--- src/core/dcp_pkg.sv ---
package dcp_pkg;
  localparam int unsigned CLK_HZ = 25_000_000;
  // timeout is held in tenths of a second
  localparam int unsigned TENTH_MS = 100;
  localparam int unsigned TENTH_CYCLES = CLK_HZ / 1000 * TENTH_MS;
  localparam logic [7:0] ADDR_STATION = 8'h00;
  localparam logic [7:0] ADDR_TIMEOUT = 8'h04;
  localparam logic [7:0] ADDR_REACTION = 8'h08;
  localparam logic [7:0] ADDR_RAMP_SRC = 8'h0c;
  localparam logic [7:0] ADDR_TX3_SEL = 8'h10;
  localparam logic [7:0] ADDR_TX4_SEL = 8'h14;
  localparam logic [7:0] ADDR_RX3_SEL = 8'h18;
  localparam logic [7:0] ADDR_RX4_SEL = 8'h1c;
  localparam logic [7:0] ADDR_POINTER = 8'h20;
  localparam logic [7:0] ADDR_QSTOP = 8'h24;
  localparam logic [7:0] ADDR_STATUS = 8'h28;
  localparam logic [7:0] ADDR_USER1 = 8'h2c;
  localparam logic [7:0] ADDR_USER2 = 8'h30;
  localparam logic [7:0] ADDR_USER3 = 8'h34;
  localparam logic [7:0] ADDR_USER4 = 8'h38;
  localparam logic [5:0] STATION_MIN = 6'h01;
  localparam logic [5:0] STATION_MAX = 6'h3f;
  localparam logic [5:0] STATION_RST = 6'h01;
  localparam logic [5:0] TIMEOUT_MAX = 6'h32;
  localparam logic [5:0] TIMEOUT_RST = 6'h14;
  localparam logic [7:0] POINTER_MAX = 8'hc8;
  localparam logic [7:0] POINTER_RST = 8'h00;
  localparam int unsigned STATUS_LOSS_BIT = 0;
  localparam int unsigned STATUS_DIN_LSB = 1;
  typedef enum logic [1:0] {
    DCP_REACT_TRIP = 2'b00,
    DCP_REACT_RAMP_TRIP = 2'b01,
    DCP_REACT_RAMP = 2'b10,
    DCP_REACT_PRESET2 = 2'b11
  } dcp_react_t;
  typedef enum logic [2:0] {
    DCP_TX_CURRENT = 3'b000,
    DCP_TX_POWER = 3'b001,
    DCP_TX_INPUTS = 3'b010,
    DCP_TX_TEMP = 3'b011,
    DCP_TX_USER1 = 3'b100,
    DCP_TX_USER2 = 3'b101,
    DCP_TX_POINTED = 3'b110
  } dcp_tx_sel_t;
  localparam dcp_tx_sel_t TX_LAST = DCP_TX_POINTED;
  typedef enum logic [1:0] {
    DCP_RX_RESERVED = 2'b00,
    DCP_RX_RAMP = 2'b01,
    DCP_RX_USER3 = 2'b10,
    DCP_RX_USER4 = 2'b11
  } dcp_rx_sel_t;
  localparam dcp_tx_sel_t TX3_RST = DCP_TX_CURRENT;
  localparam dcp_tx_sel_t TX4_RST = DCP_TX_POWER;
  localparam dcp_rx_sel_t RX3_RST = DCP_RX_RAMP;
  localparam dcp_rx_sel_t RX4_RST = DCP_RX_RESERVED;
  // measurements from the drive core, already in word scaling
  typedef struct packed {
    logic [15:0] current_x10;
    logic [15:0] power_x100;
    logic [15:0] temp_c;
    logic [15:0] pointed_value;
  } dcp_meas_t;
  // reaction requests to the drive core, levels while loss holds
  typedef struct packed {
    logic trip;
    logic ramp_stop;
    logic run_preset2;
  } dcp_react_req_t;
endpackage

--- src/core/dcp_comm_cfg.sv ---
`timescale 1ns/1ps
`default_nettype none
module dcp_comm_cfg #(
  parameter int unsigned TENTH_CYC = dcp_pkg::TENTH_CYCLES
) (
  input wire logic clk,
  input wire logic rst_n,
  input wire logic [7:0] reg_addr,
  input wire logic [31:0] reg_wdata,
  input wire logic reg_wr,
  input wire logic reg_rd,
  output logic [31:0] reg_rdata,
  input wire logic link_active,
  input wire logic telegram_valid,
  input wire logic [15:0] rx_process_word3,
  input wire logic [15:0] rx_process_word4,
  input wire dcp_pkg::dcp_meas_t meas,
  input wire logic first_digital_input,
  input wire logic second_digital_input,
  output logic [15:0] tx_process_word3,
  output logic [15:0] tx_process_word4,
  output logic [5:0] station_address_setting,
  output logic [7:0] variable_pointer,
  output logic [15:0] pointed_value_display,
  output logic ramp_source_select,
  output logic [15:0] ramp_time,
  output logic sensor_quick_stop_enable,
  output logic third_digital_output,
  output logic link_loss,
  output dcp_pkg::dcp_react_req_t react_req
);
  import dcp_pkg::*;
  logic [5:0] station_ff, nxt_station;
  logic [5:0] timeout_ff, nxt_timeout;
  dcp_react_t react_ff, nxt_react;
  logic ramp_src_ff, nxt_ramp_src;
  dcp_tx_sel_t tx3_ff, nxt_tx3, tx4_ff, nxt_tx4;
  dcp_rx_sel_t rx3_ff, nxt_rx3, rx4_ff, nxt_rx4;
  logic [7:0] ptr_ff, nxt_ptr;
  logic qstop_ff, nxt_qstop;
  logic [15:0] user_ff [4];
  logic [15:0] nxt_user [4];
  logic [31:0] rdata_ff, nxt_rdata;
  logic [2:0] din1_ff, din2_ff;
  logic [1:0] din_ff, nxt_din;
  logic [15:0] txw3_ff, nxt_txw3, txw4_ff, nxt_txw4;
  logic [15:0] ramp_ff, nxt_ramp;
  logic [15:0] pval_ff;
  logic loss;

  dcp_loss_watch #(
    .TENTH_CYC(TENTH_CYC)
  ) u_watch (
    .clk(clk),
    .rst_n(rst_n),
    .link_active(link_active),
    .telegram_valid(telegram_valid),
    .timeout_tenths(timeout_ff),
    .loss(loss)
  );

  // one mux serves both sent words
  function automatic logic [15:0] tx_pick(input dcp_tx_sel_t sel,
                                          input dcp_meas_t m,
                                          input logic [1:0] din,
                                          input logic [15:0] u1,
                                          input logic [15:0] u2);
    logic [15:0] w;
    w = 16'h0000;
    case (sel)
      DCP_TX_CURRENT: w = m.current_x10;
      DCP_TX_POWER: w = m.power_x100;
      DCP_TX_INPUTS: w = {14'h0000, din};
      DCP_TX_TEMP: w = m.temp_c;
      DCP_TX_USER1: w = u1;
      DCP_TX_USER2: w = u2;
      DCP_TX_POINTED: w = m.pointed_value;
      default: w = 16'h0000;
    endcase
    return w;
  endfunction

  // settings writes: out-of-range values are dropped, old value kept; user 1 and 2 writes take wdata bits 15:0 unchecked
  always_comb begin
    nxt_station = station_ff;
    nxt_timeout = timeout_ff;
    nxt_react = react_ff;
    nxt_ramp_src = ramp_src_ff;
    nxt_tx3 = tx3_ff;
    nxt_tx4 = tx4_ff;
    nxt_rx3 = rx3_ff;
    nxt_rx4 = rx4_ff;
    nxt_ptr = ptr_ff;
    nxt_qstop = qstop_ff;
    nxt_user = user_ff;
    if (reg_wr) begin
      if (reg_addr == ADDR_STATION) begin
        if (reg_wdata[31:6] == 26'h0 && reg_wdata[5:0] >= STATION_MIN &&
            reg_wdata[5:0] <= STATION_MAX) begin
          nxt_station = reg_wdata[5:0];
        end
      end else if (reg_addr == ADDR_TIMEOUT) begin
        if (reg_wdata[31:6] == 26'h0 && reg_wdata[5:0] <= TIMEOUT_MAX) begin
          nxt_timeout = reg_wdata[5:0];
        end
      end else if (reg_addr == ADDR_REACTION) begin
        if (reg_wdata[31:2] == 30'h0) begin
          nxt_react = dcp_react_t'(reg_wdata[1:0]);
        end
      end else if (reg_addr == ADDR_RAMP_SRC) begin
        if (reg_wdata[31:1] == 31'h0) begin
          nxt_ramp_src = reg_wdata[0];
        end
      end else if (reg_addr == ADDR_TX3_SEL) begin
        if (reg_wdata[31:3] == 29'h0 && reg_wdata[2:0] <= TX_LAST) begin
          nxt_tx3 = dcp_tx_sel_t'(reg_wdata[2:0]);
        end
      end else if (reg_addr == ADDR_TX4_SEL) begin
        if (reg_wdata[31:3] == 29'h0 && reg_wdata[2:0] <= TX_LAST) begin
          nxt_tx4 = dcp_tx_sel_t'(reg_wdata[2:0]);
        end
      end else if (reg_addr == ADDR_RX3_SEL) begin
        if (reg_wdata[31:2] == 30'h0) begin
          nxt_rx3 = dcp_rx_sel_t'(reg_wdata[1:0]);
        end
      end else if (reg_addr == ADDR_RX4_SEL) begin
        if (reg_wdata[31:2] == 30'h0) begin
          nxt_rx4 = dcp_rx_sel_t'(reg_wdata[1:0]);
        end
      end else if (reg_addr == ADDR_POINTER) begin
        if (reg_wdata[31:8] == 24'h0 && reg_wdata[7:0] <= POINTER_MAX) begin
          nxt_ptr = reg_wdata[7:0];
        end
      end else if (reg_addr == ADDR_QSTOP) begin
        if (reg_wdata[31:1] == 31'h0) begin
          nxt_qstop = reg_wdata[0];
        end
      end else if (reg_addr == ADDR_USER1) begin
        nxt_user[0] = reg_wdata[15:0];
      end else if (reg_addr == ADDR_USER2) begin
        nxt_user[1] = reg_wdata[15:0];
      end
    end
    // user registers 3 and 4 are filled by the master only
    if (telegram_valid) begin
      if (rx3_ff == DCP_RX_USER3) begin
        nxt_user[2] = rx_process_word3;
      end else if (rx3_ff == DCP_RX_USER4) begin
        nxt_user[3] = rx_process_word3;
      end
      if (rx4_ff == DCP_RX_USER3) begin
        nxt_user[2] = rx_process_word4;
      end else if (rx4_ff == DCP_RX_USER4) begin
        nxt_user[3] = rx_process_word4;
      end
    end
  end

  always_ff @(posedge clk) begin
    if (!rst_n) begin
      station_ff <= STATION_RST;
      timeout_ff <= TIMEOUT_RST;
      react_ff <= DCP_REACT_TRIP;
      ramp_src_ff <= 1'b0;
      tx3_ff <= TX3_RST;
      tx4_ff <= TX4_RST;
      rx3_ff <= RX3_RST;
      rx4_ff <= RX4_RST;
      ptr_ff <= POINTER_RST;
      qstop_ff <= 1'b0;
      for (int i = 0; i < 4; i++) begin
        user_ff[i] <= 16'h0000;
      end
    end else begin
      station_ff <= nxt_station;
      timeout_ff <= nxt_timeout;
      react_ff <= nxt_react;
      ramp_src_ff <= nxt_ramp_src;
      tx3_ff <= nxt_tx3;
      tx4_ff <= nxt_tx4;
      rx3_ff <= nxt_rx3;
      rx4_ff <= nxt_rx4;
      ptr_ff <= nxt_ptr;
      qstop_ff <= nxt_qstop;
      user_ff <= nxt_user;
    end
  end

  // digital input pins: three stages, change taken when 2nd and 3rd agree
  always_comb begin
    nxt_din = din_ff;
    if (din1_ff[1] == din1_ff[2]) begin
      nxt_din[0] = din1_ff[2];
    end
    if (din2_ff[1] == din2_ff[2]) begin
      nxt_din[1] = din2_ff[2];
    end
  end

  // process words and ramp time; ramp word is kept when no ramp code
  always_comb begin
    nxt_txw3 = tx_pick(tx3_ff, meas, din_ff, user_ff[0], user_ff[1]);
    nxt_txw4 = tx_pick(tx4_ff, meas, din_ff, user_ff[0], user_ff[1]);
    nxt_ramp = ramp_ff;
    if (telegram_valid) begin
      // word 3 takes priority if both words carry ramp times
      if (rx3_ff == DCP_RX_RAMP) begin
        nxt_ramp = rx_process_word3;
      end else if (rx4_ff == DCP_RX_RAMP) begin
        nxt_ramp = rx_process_word4;
      end
    end
  end

  always_ff @(posedge clk) begin
    if (!rst_n) begin
      din1_ff <= 3'h0;
      din2_ff <= 3'h0;
      din_ff <= 2'h0;
      txw3_ff <= 16'h0000;
      txw4_ff <= 16'h0000;
      ramp_ff <= 16'h0000;
      pval_ff <= 16'h0000;
    end else begin
      din1_ff <= {din1_ff[1:0], first_digital_input};
      din2_ff <= {din2_ff[1:0], second_digital_input};
      din_ff <= nxt_din;
      txw3_ff <= nxt_txw3;
      txw4_ff <= nxt_txw4;
      ramp_ff <= nxt_ramp;
      pval_ff <= meas.pointed_value;
    end
  end

  // read port: data stand in the cycle after the strobe only
  always_comb begin
    nxt_rdata = 32'h0000_0000;
    if (reg_rd) begin
      if (reg_addr == ADDR_STATION) begin
        nxt_rdata = {26'h0, station_ff};
      end else if (reg_addr == ADDR_TIMEOUT) begin
        nxt_rdata = {26'h0, timeout_ff};
      end else if (reg_addr == ADDR_REACTION) begin
        nxt_rdata = {30'h0, react_ff};
      end else if (reg_addr == ADDR_RAMP_SRC) begin
        nxt_rdata = {31'h0, ramp_src_ff};
      end else if (reg_addr == ADDR_TX3_SEL) begin
        nxt_rdata = {29'h0, tx3_ff};
      end else if (reg_addr == ADDR_TX4_SEL) begin
        nxt_rdata = {29'h0, tx4_ff};
      end else if (reg_addr == ADDR_RX3_SEL) begin
        nxt_rdata = {30'h0, rx3_ff};
      end else if (reg_addr == ADDR_RX4_SEL) begin
        nxt_rdata = {30'h0, rx4_ff};
      end else if (reg_addr == ADDR_POINTER) begin
        nxt_rdata = {24'h0, ptr_ff};
      end else if (reg_addr == ADDR_QSTOP) begin
        nxt_rdata = {31'h0, qstop_ff};
      end else if (reg_addr == ADDR_STATUS) begin
        nxt_rdata = {29'h0, din_ff, loss};
      end else if (reg_addr == ADDR_USER1) begin
        nxt_rdata = {16'h0, user_ff[0]};
      end else if (reg_addr == ADDR_USER2) begin
        nxt_rdata = {16'h0, user_ff[1]};
      end else if (reg_addr == ADDR_USER3) begin
        nxt_rdata = {16'h0, user_ff[2]};
      end else if (reg_addr == ADDR_USER4) begin
        nxt_rdata = {16'h0, user_ff[3]};
      end
    end
  end

  always_ff @(posedge clk) begin
    if (!rst_n) begin
      rdata_ff <= 32'h0000_0000;
    end else begin
      rdata_ff <= nxt_rdata;
    end
  end

  // reaction requests hold for as long as the loss condition holds
  always_comb begin
    react_req.trip = loss && (react_ff == DCP_REACT_TRIP ||
                              react_ff == DCP_REACT_RAMP_TRIP);
    react_req.ramp_stop = loss && (react_ff == DCP_REACT_RAMP_TRIP ||
                                   react_ff == DCP_REACT_RAMP);
    react_req.run_preset2 = loss && react_ff == DCP_REACT_PRESET2;
  end

  assign reg_rdata = rdata_ff;
  assign tx_process_word3 = txw3_ff;
  assign tx_process_word4 = txw4_ff;
  assign station_address_setting = station_ff;
  assign variable_pointer = ptr_ff;
  assign pointed_value_display = pval_ff;
  assign ramp_source_select = ramp_src_ff;
  assign ramp_time = ramp_ff;
  assign sensor_quick_stop_enable = qstop_ff;
  assign third_digital_output = qstop_ff;
  assign link_loss = loss;
endmodule
`default_nettype wire

--- src/core/dcp_loss_watch.sv ---
`timescale 1ns/1ps
`default_nettype none
module dcp_loss_watch #(
  parameter int unsigned TENTH_CYC = dcp_pkg::TENTH_CYCLES
) (
  input wire logic clk,
  input wire logic rst_n,
  input wire logic link_active,
  input wire logic telegram_valid,
  input wire logic [5:0] timeout_tenths,
  output logic loss
);
  import dcp_pkg::*;
  localparam int unsigned PW = $clog2(TENTH_CYC + 1);
  // the prescaler needs at least two states to make a tick
  if (TENTH_CYC < 2) begin : g_bad_tenth
    $error("TENTH_CYC too small");
  end
  logic [PW-1:0] pre_ff, nxt_pre;
  logic [5:0] tenths_ff, nxt_tenths;
  logic loss_ff, nxt_loss;
  logic tick;
  always_comb begin
    tick = (pre_ff == PW'(TENTH_CYC - 1));
    nxt_pre = tick ? '0 : pre_ff + PW'(1);
    nxt_tenths = tenths_ff;
    nxt_loss = loss_ff;
    if (!link_active || timeout_tenths == 6'h00) begin
      // a zero timeout switches supervision off
      nxt_pre = '0;
      nxt_tenths = 6'h00;
      nxt_loss = 1'b0;
    end else begin
      // compare by order so a shortened timeout cannot wrap the count
      if (tick && tenths_ff < timeout_tenths) begin
        nxt_tenths = tenths_ff + 6'h01;
      end
      if (tenths_ff >= timeout_tenths && !loss_ff) begin
        nxt_loss = 1'b1;
      end else if (telegram_valid) begin
        nxt_loss = 1'b0;
      end
      if (telegram_valid) begin
        // expiry this cycle still sets loss; the restart follows
        nxt_pre = '0;
        nxt_tenths = 6'h00;
      end
    end
  end
  always_ff @(posedge clk) begin
    if (!rst_n) begin
      pre_ff <= '0;
      tenths_ff <= 6'h00;
      loss_ff <= 1'b0;
    end else begin
      pre_ff <= nxt_pre;
      tenths_ff <= nxt_tenths;
      loss_ff <= nxt_loss;
    end
  end
  assign loss = loss_ff;
endmodule
`default_nettype wire

--- config.mk ---
export PLATFORM = sky130hd
export DESIGN_NAME = dcp_comm_cfg
export DESIGN_NICKNAME = d
export VERILOG_FILES = /design/src/core/dcp_pkg.sv /design/src/core/dcp_comm_cfg.sv /design/src/core/dcp_loss_watch.sv
export SDC_FILE = /design/constraint.sdc
export NUM_CORES = 1
export LEC_CHECK = 0
export ABC_CLOCK_PERIOD_IN_PS = 3710
export BUFFER_PORTS_ARGS = -buffer_cell sky130_fd_sc_hd__buf_2
export CAP_MARGIN = 20
export CORE_UTILIZATION = 55
export CTS_BUF_LIST = sky130_fd_sc_hd__clkbuf_16
export CTS_CLUSTER_DIAMETER = 50
export CTS_CLUSTER_SIZE = 8
export DETAILED_ROUTE_END_ITERATION = 6
export GPL_TIMING_DRIVEN = 1
export HOLD_SLACK_MARGIN = 0.1
export PLACE_DENSITY = 0.92
export SYNTH_ARGS = -nofsm -noshare
export SYNTH_HDL_FRONTEND = slang
export SYNTH_SLANG_ARGS = --single-unit
--- constraint.sdc ---
create_clock -name clk -period 3.71 [get_ports clk]
set_input_delay 0.1855 -clock clk [delete_from_list [all_inputs] [get_ports clk]]
set_output_delay 0.1855 -clock clk [all_outputs]
set_load 0.02 [all_outputs]
* After elaboration in Yosys (flattened, before gate mapping)
Cells that the tools add are included.
** Storage, ports and cells
- Bits in writable memories :: 0
- Latch bits :: 0
- Memories kept :: 0
- Bits of input ports :: 144
- Flip-flop bits (word level) :: 231
- Memory bits (read-only) :: 0
- Output and inout bits :: 117
** Operators by class
- Mux-type cells :: 27
- Div/mod/pow operators :: 0
- Multiply operators :: 0
- Magnitude comparators :: 7
- Reduce and logical (&&, ||, !) cells :: 49
- Equality and inequality tests :: 38
- Bitwise operators :: 13
- Shifts and indexed selects :: 0
- Add/sub/neg operators :: 2
** Operators with widths (count)
- $pmux 16 s7 :: 2
- $mux 16 :: 12
- $eq 8x6->1 const B :: 7
- $mux 6 :: 8
- $eq 8x5->1 const B :: 4
- $logic_not 31->1 :: 1
- $logic_not 30->1 :: 1
- $logic_not 29->1 :: 1
- $logic_not 26->1 :: 1
- $logic_not 24->1 :: 1
- $mux 8 :: 3
- $reduce_and 12->1 :: 2
- $add 22x1->22 const B :: 1
- $eq 22x22->1 const B :: 1
- $eq 3x3->1 const B :: 6
- $eq 8x4->1 const B :: 2
- $reduce_or 16->1 :: 1
- $not 1->1 :: 13
- $reduce_and 13->1 :: 1
- $reduce_or 13->1 :: 1
- $eq 2x2->1 const B :: 6
- $eq 3x2->1 const B :: 4
- $le 6x6->1 const B :: 2
- $reduce_and 11->1 :: 1
- other kinds (32) :: 54

* Depth between registers and ports, before layout
- Depth after elaboration :: 16
- Mapped depth :: 9

* Hierarchy
Synthesis repeated with hierarchy kept, for this count alone.
** Second synthesis, totals
- Cell total of the unflattened synthesis :: 1247
- Area total of the unflattened synthesis :: 11111.9 µm²
** By module, submodules not included
- dcp_comm_cfg :: cells an instance 1076, area each 9680.5 µm², times used 1, seq. area each 3723.6 µm²
- dcp_loss_watch :: cells an instance 171, area each 1431.4 µm², times used 1, seq. area each 580.6 µm²

* Worst setup path before layout
Ideal clock, no wire load.
- Path type :: reg2reg
- Start point :: register u_watch.pre_ff[0]
- End point :: register u_watch.tenths_ff[5]
- Clock period less this slack :: 2.222 ns
- Data arrival time :: 2.152 ns
- Library setup time :: 0.070 ns
- Path slack :: 1.488 ns
- Path buffers :: 1
- Cell stages (with the launch flop) :: 9
- Path through :: dfxtp_1 ha_1 and2_4 and3_1 nand3_1 or4_1 buf_2 or4_1 a21oi_1
** On the way
- Cells in the longest elaborated chain, start to end :: 2
** RTL lines
- from (decl) :: RTL line dcp_loss_watch.sv:19 : logic [PW-1:0] pre_ff, nxt_pre;
- from (signal assigned) :: RTL line dcp_loss_watch.sv:56 : pre_ff <= nxt_pre;
- $eq 22x22->1 :: RTL line dcp_loss_watch.sv:24 : tick = (pre_ff == PW'(TENTH_CYC - 1));
- $logic_and 1x1->1 :: RTL line dcp_loss_watch.sv:35 : if (tick && tenths_ff < timeout_tenths) begin
- to (signal assigned) :: RTL line dcp_loss_watch.sv:57 : tenths_ff <= nxt_tenths;
- to (decl) :: RTL line dcp_loss_watch.sv:20 : logic [5:0] tenths_ff, nxt_tenths;
No other way between the ends.
A chain may end at the register's enable or synchronous reset.

* Worst setup path in the final report
- Start point :: register tx3_ff[1]
- End point :: register txw3_ff[8] (netlist: tx_process_word3[8])
** On the way
- Cells in the longest elaborated chain, start to end :: 2
- Elaborated cells between the ends (all ways) :: 8
- Classes of those cells :: eq/ne (6); mux (1); reduce/logical (1)
** RTL lines
- from (decl) :: RTL line dcp_comm_cfg.sv:37 : dcp_tx_sel_t tx3_ff, nxt_tx3, tx4_ff, nxt_tx4;
- from (signal assigned) :: RTL line dcp_comm_cfg.sv:179 : tx3_ff <= nxt_tx3;
- $eq 3x3->1 (tied with other cells) :: RTL line dcp_comm_cfg.sv:70 : case (sel)
- $pmux 16 s7 (*) :: RTL line dcp_comm_cfg.sv:70
- to (signal assigned) :: RTL line dcp_comm_cfg.sv:228 : txw3_ff <= nxt_txw3;
- to (decl) :: RTL line dcp_comm_cfg.sv:46 : logic [15:0] txw3_ff, nxt_txw3, txw4_ff, nxt_txw4;
Mark *: on every way between the ends. The rest lies on a longest branch, timed or not.

==> summary.txt <==
Final Cycle Share - 79.49%
Initial DRC Count - 1132
Leakage power figure - 5.996 nW
Synth Cell Area - 10850 sq um
Post-route non-filler standard cell count - 1828
Critical path class - reg2reg
Tightest hold margin - 101.3 ps
GRT overflow - 0
Area of placed instances - 12130 sq um
Setup slack of the most critical reg-to-reg path - 760 ps
Placed Cells incl. Taps - 1697
Fraction of final layout cells sized beyond drive strength 1 - 21.94%
Slew at the pin with the worst max-slew slack - 1037 ps
Worst reg2reg path endpoint - tx_process_word3[8]
Final net count - 1715
Final HPWL from detailed placement - 25790 um
Number of antenna cells inserted - 0
GRT Total Usage - 37.07%
Detailed-route vias per instance - 6.181
Commonest cells after routing, fill and taps aside - sky130_fd_sc_hd__buf_2, sky130_fd_sc_hd__dfxtp_1, sky130_fd_sc_hd__nand2_1
Final-layout setup total negative slack - 0 ps
Multiplexer area fraction after synthesis - 9.563%
Post-synthesis share of cell area spent on full adders, half adders and majority gates - 1.269%
Number of buffers inserted to repair setup after CTS - 0
Status - finished, final reports clean
Pins Over Slew Limit - 0
Class of the most critical hold timing path - in2reg
Finished layout cell area - 13990 sq um
Area added between synthesis and finish - 28.97%
Crit path required time - 4130 ps
Total Routed Length - 38410 um
Port-buffer cells - 244
Avg Inst Size Synth - 8.554 sq um
Detailed-routing iteration count for the pre-antenna-repair pass - 6
Cell depth of the worst flop-to-flop path - 5
First-pass GRT wire length - 58760 um
Max Clock Freq - 339.1 MHz
Initial cell density of the core - 57.03%
Total number of vias - 11300
Core region area - 19020 sq um
Flops & latches, synth - 215
Final Power - 5.734 mW
Post-DR wirelength/cell - 21.01 um
Placement-stage worst setup slack - 1241 ps
Clock Latency Late Sink - 500 ps
Leading cell type in the layout, fill and taps excluded - sky130_fd_sc_hd__buf_2
Pin count of the biggest net entering global routing - 83
Maximum fanout encountered on the critical timing path - 20
Number of top-level pins - 261
Critical path cell sequence - nor2b_1 -> and2_1 -> a221oi_1 -> dlygate4sd3_1 -> nor2_1
Synthesized-area fraction occupied by ao, oa, aoi and oai cells - 20.87%
Crit path capture - tx_process_word3[8]
Fin Clk Skew - 19.01 ps
Simple-Gate Fraction of Synth Area - 21.92%
Synth async-reset ratio - 0%
Number of max-cap violations - 0
Die Footprint - 20290 sq um
Antenna violations before repair - 0
Total number of yosys warnings - 0
Core Rows - 50
Final number of hold-violating endpoints - 0
Antenna viol nets, final - 0
Min cycle time layout - 2949 ps
H-tree level count - 2
Worst setup margin - 761.1 ps
Startpoint types - flip-flop
CP max-delay cell - sky130_fd_sc_hd__dfxtp_1
Number of design rule violations left after detail routing - 0
Critical register-to-register path startpoint - tx3_ff[1]
Crit path launch - tx3_ff[1]
Setup-failing EPs final - 0
Setup repair after global routing missed its margin - false
Post-synth EDFFs - 0
Fraction of the yosys area taken by sequential cells - 39.68%
Clock tree from TritonCTS - yes
Root buffer cell - sky130_fd_sc_hd__clkbuf_16
Maximum VDD drop - 0.3795 mV
Max Buffers Root-to-Sink - 3
Register clock-pin slew on the reported worst setup and hold paths - 50 ps
Primary flip-flop cell chosen by synthesis mapping - sky130_fd_sc_hd__dfxtp_1
Crit path capture type - flip-flop
Netlist cell types - 65
Overall die width - 142.4 um
Core occupancy in the finished layout - 73.55%
Power Dens Cells - 409.9 nW/um^2
Clock sink total - 215
Cts bufs inserted - 35
Data arrival time of the critical path - 3370 ps
Combinational family with the most area after synthesis - simple AND/OR/NAND/NOR gates
Max-slew headroom - 30.53%
Global placement routability congestion - 0.9746
Maximum cell stage delay along the critical path - 980 ps
Post-synthesis share of cell area spent on xor and xnor gates - 1.615%
Number of global-route vias before repair - 10950
Number of instances in the synthesized netlist - 1268
Chip Height - 142.4 um
[kinds of logic after synthesis]
group	after synthesis
flops	215
xor+xnor	20
fa+ha+maj	11
simple gates	493
compound gates	301
buf+inv	126
mux	101
other cells	1
[timing repair]
item | in CTS | in global routing
hold buffers | 85 | 0
resized for setup | 0 | 0
endpoints found under the hold margin | 109 | 0
[sequential cells by signal, summed over array words and instances, names as in the netlist, 6 cells and up]
register                 cells
u_watch.pre_ff              22
ramp_time                   16
reg_rdata                   16
u_watch.tenths_ff            6
pointed_value_display       16
user_ff                     64
timeout_ff                   6
tx_process_word4            16
variable_pointer             8
station_address_setting      6
tx_process_word3            16
[final cells by class]
class,instances,area [sq um]
clock buffer,35,875.8
clock inverter,10,102.6
fill,1390,5030
inverter,16,60.06
multi-input combinational,942,6068
sequential,215,4304
tap,260,325.3
timing repair buffer,350,2252
[where the power goes]
group	internal [mW]	switching, mW
Clock	1.81	1.03
Sequential	2.36	0.0179
Combinational	0.220	0.301
Total	4.39	1.35
[worst min-delay path by stage]
stage          depth (start not counted)              endpoint                  from  slack, ps
3_5_place_dp                           2            din2_ff[0]  second_digital_input        400
2_1_floorplan                          1           user_ff[14]        telegram_valid        280
6_report                               5  tx_process_word4[14]              meas[62]        100
4_1_cts                                4           user_ff[27]  rx_process_word4[11]        100
5_1_grt                                4           user_ff[27]  rx_process_word4[11]        120
3_3_place_gp                           2            din2_ff[0]  second_digital_input        400
[layer usage]
layer  routed length (um)  track usage, %  up-vias
li1                     -               -     5126
met1                14690           44.77     5265
met2                17860           60.91      753
met3                 3949           7.873      154
met4                 1906           21.62        0
met5                    0               0        -
[critical path: cells and delay by family (launching register included)]
| kind | cells | cell delay, ps |
|---|---|---|
| AOI/OAI and AO/OA | 1 | 140 |
| buffers and inverters | 1 | 600 |
| DFF | 1 | 980 |
| and+or+nand+nor | 3 | 1140 |
[synthesized netlist by cell type, drive strengths merged, types with 10 or more instances]
cell type	number	share of area, %
o21ai	29	1.3
nand2	165	5.7
o211a	47	4.3
a22o	15	1.2
nor2	106	3.7
nor2b	34	2.0
a22oi	26	1.8
mux2	21	2.2
nand3	77	3.6
a21oi	57	2.6
and2	33	1.9
a222oi	14	1.3
mux2i	80	7.4
xnor2	12	0.97
dfxtp	215	40
buf	31	1.8
nand2b	11	0.63
nor3	13	0.81
ha	11	1.3
nor4	11	0.69
inv	16	0.55
nand4	10	0.58
clkbuf	79	2.7
a21boi	39	2.7
a221oi	24	1.9
(Power assumes the default switching activity.)
